[src/hw/sdsl_pkg.sv]
// shared constants for the stall detect and stop logic
// assumes a single 125 MHz clock and a plain register port with 8-bit byte addresses
package sdsl_pkg;

  localparam int unsigned CLK_MHZ      = 125;
  localparam int unsigned RESULT_W     = 10;
  localparam int unsigned SGT_W        = 7;
  localparam int unsigned VLIM_W       = 20;
  localparam int unsigned VEL_W        = 23;
  localparam int unsigned WAIT_W       = 16;
  localparam int unsigned ADDR_W       = 8;
  localparam int unsigned DATA_W       = 32;
  localparam int unsigned AVG_DEPTH    = 4;
  localparam int unsigned AVG_SHIFT    = 2;
  localparam int unsigned SGT_SCALE_SH = 4;

  localparam logic [9:0]  RESULT_MAX   = 10'h3ff;

  // register byte addresses
  localparam logic [7:0] ADDR_SWITCH_MODE = 8'h00;
  localparam logic [7:0] ADDR_THRESHOLD   = 8'h04;
  localparam logic [7:0] ADDR_LOWER_VEL   = 8'h08;
  localparam logic [7:0] ADDR_UPPER_VEL   = 8'h0c;
  localparam logic [7:0] ADDR_ZERO_WAIT   = 8'h10;
  localparam logic [7:0] ADDR_RAMP_STATUS = 8'h14;
  localparam logic [7:0] ADDR_DRIVER_STATUS_REG  = 8'h18;
  localparam logic [7:0] ADDR_ACT_VEL     = 8'h1c;

  // field positions
  localparam int unsigned SWM_STOP_BIT    = 0;
  localparam int unsigned SWM_FILT_BIT    = 1;
  localparam int unsigned RS_EVENT_BIT    = 0;
  localparam int unsigned RS_HALT_BIT     = 1;
  localparam int unsigned DS_STALL_BIT    = 24;

  // reset values
  localparam logic [6:0]  RST_THRESHOLD   = 7'h00;
  localparam logic [19:0] RST_LOWER_VEL   = 20'h00000;
  localparam logic [19:0] RST_UPPER_VEL   = 20'h00000;
  localparam logic [15:0] RST_ZERO_WAIT   = 16'h0000;

  typedef enum logic [2:0] {
    SDSL_RUN  = 3'b001,
    SDSL_STOP = 3'b010,
    SDSL_WAIT = 3'b100
  } sdsl_ramp_e;

endpackage : sdsl_pkg

[src/hw/sdsl_avg4.sv]
// load result stage: passes or averages the per-step measurement
// assumes meas_vld is a one-cycle pulse per full step on the same clock
`timescale 1ns/1ps
module sdsl_avg4 (
  input  wire logic       clock,
  input  wire logic       rst_n,
  input  wire logic       filter_en,
  input  wire logic       meas_vld,
  input  wire logic [9:0] meas,
  output logic            res_vld,
  output logic [9:0]      res
);

  typedef struct packed {
    logic [11:0] acc;
    logic [1:0]  cnt;
    logic [9:0]  res;
    logic        vld;
  } sdsl_avg_s;

  sdsl_avg_s s_ff;
  sdsl_avg_s nxt_s;
  logic [11:0] sum;

  always_comb begin
    nxt_s = s_ff;
    nxt_s.vld = 1'b0;
    sum = s_ff.acc + {2'b00, meas};
    if (meas_vld) begin
      if (!filter_en) begin
        // one result per full step
        nxt_s.res = meas;
        nxt_s.vld = 1'b1;
        nxt_s.acc = 12'h000;
        nxt_s.cnt = 2'h0;
      end else if (s_ff.cnt == 2'(sdsl_pkg::AVG_DEPTH - 1)) begin
        // mean of four readings
        nxt_s.res = sum[11:sdsl_pkg::AVG_SHIFT];
        nxt_s.vld = 1'b1;
        nxt_s.acc = 12'h000;
        nxt_s.cnt = 2'h0;
      end else begin
        nxt_s.acc = sum;
        nxt_s.cnt = s_ff.cnt + 2'h1;
      end
    end
  end

  always_ff @(posedge clock) begin
    if (!rst_n) begin
      s_ff <= '0;
    end else begin
      s_ff <= nxt_s;
    end
  end

  assign res_vld = s_ff.vld;
  assign res     = s_ff.res;
endmodule : sdsl_avg4

[src/hw/sdsl_stall_top.sv]
// stall detection and stop-on-stall for the ramp generator
// assumes full_step, raw_load, step_period and vel_cmd come from logic on the same clock
// Behaviour
// stall detection is off while the velocity is below the lower or above the upper limit.
// with the filter bit clear a new load result is made for every completed full step.
// with the filter bit set the load result is the mean of four consecutive readings.
// with stop-on-stall enabled a stall halts the ramp and forces actual velocity to zero.
// a stall-induced stop sets the stall flag in the driver status register.
// reading ramp status clears the stall event; the motor restarts after the standstill wait, as does disabling stop-on-stall.
// a load result of zero counts as a stall and stops the motor when stop-on-stall is enabled.
// software should keep the filter off for best stall detection.
// the load result is unsigned 0 to 1023, zero meaning highest load.
// the threshold is signed; positive values lower sensitivity, negative raise it, zero is neutral.
// the stall condition is only checked when a new result arrives and the window allows it.
`timescale 1ns/1ps
module sdsl_stall_top (
  input  wire logic        clock,
  input  wire logic        rst_n,
  input  wire logic [7:0]  addr,
  input  wire logic [31:0] wr_data,
  input  wire logic        wr_en,
  input  wire logic        rd_en,
  output logic [31:0]      rd_data,
  input  wire logic        full_step,
  input  wire logic [9:0]  raw_load,
  input  wire logic [19:0] step_period,
  input  wire logic [22:0] vel_cmd,
  output logic [22:0]      actual_velocity,
  output logic [9:0]       load_measure_result,
  output logic             motion_halted
);

  typedef struct packed {
    sdsl_pkg::sdsl_ramp_e st;
    logic                 stop_en;
    logic                 filt_en;
    logic [6:0]           stall_threshold;
    logic [19:0]          lo;
    logic [19:0]          hi;
    logic [15:0]          zwait;
    logic [15:0]          wcnt;
    logic                 event_f;
    logic [22:0]          vact;
    logic [31:0]          rdata;
  } sdsl_state_s;

  sdsl_state_s s_ff;
  sdsl_state_s nxt_s;

  logic        res_vld;
  logic [9:0]  res;
  logic [11:0] adj;
  logic [9:0]  meas;
  logic        win_ok;
  logic        stall_hit;
  logic        rd_ramp;

  ////////////////////////////////////////////////////////////////////////////
  // measurement shaping

  // signed threshold offsets the reading
  assign adj = 12'($signed({2'b00, raw_load}) + ($signed({{5{s_ff.stall_threshold[6]}}, s_ff.stall_threshold}) <<< sdsl_pkg::SGT_SCALE_SH));

  // saturate to 0..1023
  always_comb begin
    if (adj[11]) begin
      meas = 10'h000;
    end else if (adj[10]) begin
      meas = sdsl_pkg::RESULT_MAX;
    end else begin
      meas = adj[9:0];
    end
  end

  sdsl_avg4 u_avg (
    .clock     (clock),
    .rst_n     (rst_n),
    .filter_en (s_ff.filt_en),
    .meas_vld  (full_step),
    .meas      (meas),
    .res_vld   (res_vld),
    .res       (res)
  );

  // window in step period terms: short period is fast
  assign win_ok = (step_period <= s_ff.lo) && (step_period >= s_ff.hi);

  // evaluate only on a fresh result inside the window
  // zero reading means stall
  assign stall_hit = res_vld && win_ok && (res == 10'h000) && s_ff.stop_en;

  assign rd_ramp = rd_en && (addr == sdsl_pkg::ADDR_RAMP_STATUS);

  ////////////////////////////////////////////////////////////////////////////
  // next state

  always_comb begin
    nxt_s = s_ff;
    nxt_s.rdata = 32'h0000_0000;

    if (wr_en) begin
      case (addr)
        sdsl_pkg::ADDR_SWITCH_MODE: begin
          nxt_s.stop_en = wr_data[sdsl_pkg::SWM_STOP_BIT];
          nxt_s.filt_en = wr_data[sdsl_pkg::SWM_FILT_BIT];
        end
        sdsl_pkg::ADDR_THRESHOLD: nxt_s.stall_threshold = wr_data[6:0];
        sdsl_pkg::ADDR_LOWER_VEL: nxt_s.lo = wr_data[19:0];
        sdsl_pkg::ADDR_UPPER_VEL: nxt_s.hi = wr_data[19:0];
        sdsl_pkg::ADDR_ZERO_WAIT: nxt_s.zwait = wr_data[15:0];
        default: ;
      endcase
    end

    if (rd_en) begin
      case (addr)
        sdsl_pkg::ADDR_SWITCH_MODE: begin
          nxt_s.rdata[sdsl_pkg::SWM_STOP_BIT] = s_ff.stop_en;
          nxt_s.rdata[sdsl_pkg::SWM_FILT_BIT] = s_ff.filt_en;
        end
        sdsl_pkg::ADDR_THRESHOLD: nxt_s.rdata[6:0] = s_ff.stall_threshold;
        sdsl_pkg::ADDR_LOWER_VEL: nxt_s.rdata[19:0] = s_ff.lo;
        sdsl_pkg::ADDR_UPPER_VEL: nxt_s.rdata[19:0] = s_ff.hi;
        sdsl_pkg::ADDR_ZERO_WAIT: nxt_s.rdata[15:0] = s_ff.zwait;
        sdsl_pkg::ADDR_RAMP_STATUS: begin
          nxt_s.rdata[sdsl_pkg::RS_EVENT_BIT] = s_ff.event_f;
          nxt_s.rdata[sdsl_pkg::RS_HALT_BIT]  = (s_ff.st != sdsl_pkg::SDSL_RUN);
        end
        sdsl_pkg::ADDR_DRIVER_STATUS_REG: begin
          nxt_s.rdata[9:0] = res;
          nxt_s.rdata[sdsl_pkg::DS_STALL_BIT] = (s_ff.st != sdsl_pkg::SDSL_RUN);
        end
        sdsl_pkg::ADDR_ACT_VEL: nxt_s.rdata[22:0] = s_ff.vact;
        default: ;
      endcase
    end

    // read clears the event
    if (rd_ramp) begin
      nxt_s.event_f = 1'b0;
    end

    case (s_ff.st)
      sdsl_pkg::SDSL_RUN: begin
        // halt on stall, set beats clear
        if (stall_hit) begin
          nxt_s.st      = sdsl_pkg::SDSL_STOP;
          nxt_s.event_f = 1'b1;
        end
      end
      sdsl_pkg::SDSL_STOP: begin
        // release by clear or by disabling the stop
        if (!s_ff.event_f || !s_ff.stop_en) begin
          nxt_s.st   = sdsl_pkg::SDSL_WAIT;
          nxt_s.wcnt = 16'h0000;
        end
      end
      sdsl_pkg::SDSL_WAIT: begin
        // standstill wait before restart
        if (s_ff.wcnt >= s_ff.zwait) begin
          nxt_s.st = sdsl_pkg::SDSL_RUN;
        end else begin
          nxt_s.wcnt = s_ff.wcnt + 16'h0001;
        end
      end
      default: nxt_s.st = sdsl_pkg::SDSL_RUN;
    endcase

    // velocity forced to zero while halted
    nxt_s.vact = (nxt_s.st == sdsl_pkg::SDSL_RUN) ? vel_cmd : 23'h000000;
  end

  ////////////////////////////////////////////////////////////////////////////
  // state register

  always_ff @(posedge clock) begin
    if (!rst_n) begin
      s_ff.st      <= sdsl_pkg::SDSL_RUN;
      s_ff.stop_en <= 1'b0;
      s_ff.filt_en <= 1'b0;
      s_ff.stall_threshold     <= sdsl_pkg::RST_THRESHOLD;
      s_ff.lo      <= sdsl_pkg::RST_LOWER_VEL;
      s_ff.hi      <= sdsl_pkg::RST_UPPER_VEL;
      s_ff.zwait   <= sdsl_pkg::RST_ZERO_WAIT;
      s_ff.wcnt    <= 16'h0000;
      s_ff.event_f <= 1'b0;
      s_ff.vact    <= 23'h000000;
      s_ff.rdata   <= 32'h0000_0000;
    end else begin
      s_ff <= nxt_s;
    end
  end

  assign rd_data             = s_ff.rdata;
  assign actual_velocity     = s_ff.vact;
  assign load_measure_result = res;
  // stall flag follows the halted state
  assign motion_halted       = (s_ff.st != sdsl_pkg::SDSL_RUN);
endmodule : sdsl_stall_top

[config.mk]
export PLATFORM = sky130hd
export DESIGN_NAME = sdsl_stall_top
export DESIGN_NICKNAME = d
export VERILOG_FILES = /design/src/hw/sdsl_pkg.sv /design/src/hw/sdsl_avg4.sv /design/src/hw/sdsl_stall_top.sv
export SDC_FILE = /design/constraint.sdc
export NUM_CORES = 1
export LEC_CHECK = 0
export BUFFER_PORTS_ARGS = -buffer_cell sky130_fd_sc_hd__buf_2
export CORE_MARGIN = 2
export CORE_UTILIZATION = 35
export DETAILED_ROUTE_END_ITERATION = 8
export GPL_TIMING_DRIVEN = 0
export HOLD_SLACK_MARGIN = 0.08
export PLACE_DENSITY_LB_ADDON = 0.15
export REMOVE_ABC_BUFFERS = 1
export SYNTH_ARGS = -nofsm -noshare
export SYNTH_HDL_FRONTEND = slang
export SYNTH_HIERARCHICAL = 1
export SYNTH_SLANG_ARGS = --single-unit
[constraint.sdc]
create_clock -name clock -period 5 [get_ports clock]
set_input_delay 0.75 -clock clock [delete_from_list [all_inputs] [get_ports clock]]
set_output_delay 0.75 -clock clock [all_outputs]
set_load 0.05 [all_outputs]
==> Word-level counts from Yosys, hierarchy flattened <==
Index checks and enable logic that the tools add are counted.
{ "word_totals": {"ff_bits": 165, "in_bits": 98, "output_inout_bits": 66, "word_cells": 84} }
{ "classes": {"n_addsub": 4, "n_lt_le_gt_ge": 3, "n_eq_ne": 16, "mux": 20, "n_reduce_logical": 23} }
{ "op_table": {"columns": ["op", "count"], "rows": [
  ["$eq 8x5->1 const B", 4],
  ["$mux 16", 2],
  ["$pmux 16 s2", 1],
  ["$pmux 5 s6", 1],
  ["$mux 25", 1],
  ["$pmux 6 s4", 1],
  ["$ge 20x20->1", 1],
  ["$le 20x20->1", 1],
  ["$mux 10", 2],
  ["$reduce_and 2->1", 9],
  ["$add 16x1->16 const B", 1],
  ["$eq 8x4->1 const B", 2],
  ["$ge 16x16->1", 1],
  ["$pmux 2 s8", 1],
  ["$pmux 3 s5", 1],
  ["$mux 14", 1],
  ["$add 11x11->12", 1],
  ["$add 12x10->12", 1],
  ["$pmux 4 s3", 1],
  ["$mux 11", 1],
  ["$logic_not 10->1", 1],
  ["$mux 3", 3],
  ["$pmux 3 s3", 1],
  ["$reduce_and 3->1", 3],
  ["15 further kinds", 24]
]} }

==> Longest topological paths before layout <==
{ "depth": {"word_depth": 9, "depth_mapped": 16, "ltp_nobuf": 16} }

==> Cells and area by module <==
Netlist, hierarchy kept.
{ "modules_own_cells": {"columns": ["mod", "instances", "cells_each", "area_per_inst_um2", "seq_area_each_um2"], "rows": [
  ["sdsl_stall_top", 1, 1024, 8026.4, 2642.5],
  ["sdsl_avg4", 1, 182, 1542.7, 500.5]
]} }

==> Least setup slack after synthesis <==
Ideal clock, no wire load.
{ "synth_timing": {"kind": "input-to-reg", "from": "input raw_load[4]", "to": "register u_avg.s_ff, in the netlist u_avg/res[8]", "setup_time_ns": 0.123, "arrival_ns": 3.996, "required_time_ns": 4.877, "setup_slack_ns": 0.882, "path_stages": 16, "path_buffers": 0, "path_cell_list": "ha_1 inv_1 fa_1 nor2b_1 o21ai_0 a21boi_0 or3_1 o2111ai_1 o21a_1 ha_1 fa_1 a211oi_1 o211ai_1 a41oi_1 xor2_1 o21ai_0"} }
{ "synth_via": {"elab_chain_len": 6} }
{ "synth_lines": {"columns": ["item", "line_no", "source"], "rows": [
  ["start, declared", "sdsl_stall_top.sv:25", "input wire logic [9:0] raw_load,"],
  ["$add 11x11->12 (*)", "sdsl_stall_top.sv:62", "assign adj = 12'($signed({2'b00, raw_load}) + ($signed({{5{s_ff.stall_threshold[6]}}, s_ff.stall_threshold}) < ..."],
  ["$mux 10", "sdsl_stall_top.sv:68", "end else if (adj[10]) begin"],
  ["$mux 10 (*)", "sdsl_stall_top.sv:66", "if (adj[11]) begin"],
  ["net meas[0]", "sdsl_stall_top.sv:53", "logic [9:0] meas;"],
  ["$add 12x10->12 (*)", "sdsl_avg4.sv:28", "sum = s_ff.acc + {2'b00, meas};"],
  ["$mux 11 (*)", "sdsl_avg4.sv:36", "end else if (s_ff.cnt == 2'(sdsl_pkg::AVG_DEPTH - 1)) begin"],
  ["$mux 25 (*)", "sdsl_avg4.sv:30", "if (!filter_en) begin"],
  ["end signal, assigned", "sdsl_avg4.sv:53", "s_ff <= nxt_s;"],
  ["end, declared", "sdsl_avg4.sv:21", "sdsl_avg_s s_ff;"]
]} }
Mark *: on every way through the listed nets, which the timed path passes. The rest lies on a longest branch. The select of a mux whose other input is x is not followed.
A chain may end at the register's enable or synchronous reset.

==> Final worst setup path <==
{ "layout_timing": {"from": "register s_ff[128] (netlist bit)", "to": "register u_avg.s_ff, in the netlist u_avg/res[8]"} }
{ "layout_via": {"elab_chain_len": 6} }
{ "layout_lines": {"columns": ["item", "line_no", "source"], "rows": [
  ["start, declared", "sdsl_stall_top.sv:47", "sdsl_state_s s_ff;"],
  ["start signal, assigned", "sdsl_stall_top.sv:190", "s_ff <= nxt_s;"],
  ["$add 11x11->12 (*)", "sdsl_stall_top.sv:62", null],
  ["$mux 10", "sdsl_stall_top.sv:68", null],
  ["$mux 10 (*)", "sdsl_stall_top.sv:66", null],
  ["net meas[0]", "sdsl_stall_top.sv:53", null],
  ["$add 12x10->12 (*)", "sdsl_avg4.sv:28", null],
  ["$mux 11 (*)", "sdsl_avg4.sv:36", null],
  ["$mux 25 (*)", "sdsl_avg4.sv:30", null]
]} }
Marked as above.

==> impl_metrics.py <==
metrics = {
    "clock_network": {
        "clock_latency_ns": 0.43,
        "cts.hold.buffers_added": 0,
        "postCtsSetupBuffers": 0,
        "clk_pin_slew_ns": 0.08,
        "cts_resized": 0,
        "clockBufferDepth": 2,
        "cts_made_buffers": 17,
        "cts_tree": "done",
        "cts.sinks": 157,
        "htree_levels": 4,
        "root_buffer": "clkbuf_16",
    },
    "setup_path": {
        "start_kind": "flop",
        "crit_fanout": 10,
        "required_ns": 5.31,
        "crit_arrival_ns": 4.87,
        "path_class": "reg -> reg",
        "endpoint_kind": "flop",
    },
    "sta": {
        "fin_crit_sh_pct": 91.3,
        "tns_ns": 0,
        "fmax_ghz": 0.219,
        "slew_headroom_pct": 12.0,
        "final_max_slew_viol_count": 0,
        "tightest_slew_ns": 1.32,
        "finalHoldViolations": 0,
        "rsz0062_at_grt": "no",
        "clock-skew-final_ns": 0.0175,
        "fin_crit_ns": 4.56,
        "setup_violations": 0,
    },
    "synth": {
        "syn_inst": 1206,
        "netlist_area_sq_um": 9570,
        "synthTopCellsByArea": "dfxtp_1 33%, ha_1 9.7%, nand2_1 8.1%",
        "ys_ff_latch": 157,
        "synth.avg_cell_area_sq_um": 7.93,
        "synthArstFlopShare_pct": 0,
        "ys_warn_count": 6,
        "synth_top_area_share_pct": 32.8,
        "synth_cell_type_count": 65,
        "ys.flop_type": "dfxtp_1",
        "synth_edf_count": 0,
        "yosysTopAreaCell": "dfxtp_1",
        "ys_seq_area_share_pct": 32.8,
    },
    "detailed_routing": {
        "top_layer": "met4",
        "drtPass1Iterations": 5,
        "dr.first_iter.drc_count": 533,
        "wl_met1_mm": 14.1,
        "wl_mm": 28.9,
        "final_antenna_net_count": 0,
        "met3WireLength_mm": 1.58,
        "wl_per_cell_um": 18.0,
        "met2_length_mm": 12.9,
        "drc": 0,
        "route.vias.total": 8525,
        "routed_via_density": 5.29,
    },
    "status": {
        "status": "completed",
    },
    "die": {
        "fp.dieH_um": 169,
        "io_pins": 164,
        "die-area_sq_um": 28700,
        "die_x_um": 169,
        "core_sq_um": 26900,
        "rows": 60,
        "start_util_pct": 35.6,
    },
    "grt": {
        "grt_pass1_vias": 8017,
        "overflow": 0,
        "grt_start_max_net_pins": 87,
        "grt.total_usage_pct": 20.1,
        "antenna_found_initial": 1,
        "grt_pass1_wl_mm": 44.9,
    },
    "place": {
        "routabilityCongestion": 0.842,
        "hpwl_mm": 21.2,
        "place_inst": 1579,
        "portBuffers": 143,
        "dpl_cell_area_sq_um": 10100,
    },
    "power": {
        "p_leak_nw": 4.13,
        "p_per_area_nw_per_um2": 271,
        "ir_drop_mv": 0.154,
    },
    "finish": {
        "area_growth_pct": 11.8,
        "drive_gt1_share_pct": 15.3,
        "design_area_sq_um": 10700,
        "fin_cells": 1611,
        "num-nets-final": 1431,
        "fill_cells": 2802,
    },
    "worst_hold_path": {
        "hp-class": "reg -> reg",
    },
    "run": {
        "maxCapViolations": 0,
    },
}
cells in the mapped netlist, types with 5 or more instances:
cell	instances
nand2_1	206
dfxtp_1	157
ha_1	74
inv_1	69
a21boi_0	68
buf_4	65
o21ai_0	65
nor2_1	63
a21oi_1	52
nand3_1	47
clkbuf_1	45
o211ai_1	31
a22oi_1	30
a21o_1	15
o21a_1	15
mux2i_1	14
nand2b_1	14
nor2b_1	13
buf_2	12
nand4_1	12
or3_1	10
a211oi_1	9
and2_1	8
o31ai_1	8
or4_1	8
a22o_1	6
xnor2_1	6
a32o_1	5
o22ai_1	5
xor2_1	5
area by class of cell:
cell class,count,area (sq um),area share [%]
Antenna cell,1,2.50,0.0234
Clock inverter,13,134,1.25
Tap cell,341,427,3.99
Clock buffer,18,429,4.01
Timing Repair Buffer,149,823,7.70
Sequential cell,157,3140,29.4
Multi-Input combinational cell,862,5480,51.2
Inverter,70,263,2.46
flip-flops by register name, summed over array words and instances (netlist names):
register,flops
s_ff,85
rd_data,24
actual_velocity,23
u_avg/s_ff,14
u_avg/res,10
u_avg/res_vld,1
cells by family after synthesis:
group           synth area share, %
simple gates                   19.3
compound gates                 24.8
buf+inv                        10.3
flops                          32.8
fa+ha+maj                      10.1
mux                            1.58
xor+xnor                       1.01
other cells                  0.0392
path summary, 6_finish.rpt:
path	start	endpoint	slack (ns)	depth (start not counted)
setup / recovery	s_ff[128]$_SDFFE_PN0P_	u_avg/res[8]$_SDFFE_PN0P_	0.44	16
hold / removal	actual_velocity[21]$_SDFF_PN0_	rd_data[21]$_SDFF_PN0_	0.46	1
setup reg to reg	s_ff[128]$_SDFFE_PN0P_	u_avg/res[8]$_SDFFE_PN0P_	0.44	16
hold reg to reg	actual_velocity[21]$_SDFF_PN0_	rd_data[21]$_SDFF_PN0_	0.46	1
placed cells by master (no fill, tap or decap), types with 8 or more instances in the layout:
master     Yosys  final
nor2_1        63     61
a211oi_1       9      9
conb_1         1      8
a21oi_1       52     51
o21a_1        15     15
buf_2         12    143
dfxtp_1      157    157
nand3_1       47     47
clkbuf_16      0     17
o211ai_1      31     31
and2_1         8      8
a22oi_1       30     30
nand4_1       12     12
a21o_1        15     15
o31ai_1        8      8
nand2_1      206    206
nand2b_1      14     14
o21ai_0       65     65
nor2b_1       13     13
mux2i_1       14     14
a21boi_0      68     68
inv_1         69     69
or3_1         10     10
or4_1          8      8
ha_1          74     74
power breakdown:
part	total (mW)	leakage [nW]	internal, mW	switching [mW]
clock network	1.27	0.271	0.696	0.578
logic	0.330	2.58	0.104	0.225
registers	1.29	1.27	1.27	0.0208
worst max-delay path, stage by stage, from the launching register on:
cell	delay, ns
dfxtp_1	0.44
ha_1	0.22
inv_1	0.06
fa_1	0.41
nor2b_1	0.12
o21ai_0	0.10
a21boi_0	0.31
or3_1	0.16
o2111ai_1	0.43
o21a_1	0.37
ha_1	0.21
fa_1	0.44
a211oi_1	0.34
o211ai_1	0.18
a41oi_1	0.34
xor2_1	0.20
o21ai_0	0.09
routing by layer:
layer,GRT usage (%),vias to the layer above
li1,-,4277
met1,28.2,3973
met2,31.8,251
met3,3.87,24
met4,4.94,0
met5,0,-
metrics by stage:
step	util, %	hold slack, ns	worst slack (ns)	power (mW)
finish	39.8	0.462	0.436	2.90
global route	39.8	0.479	0.152	3.01
CTS	39.8	0.465	0.404	2.93
global placement	37.3	0.443	0.0907	1.65
floorplan	-	0.432	0.881	1.51
detailed placement	37.7	0.438	0.0716	1.65
No activity file was read; power rests on OpenSTA's default activity.
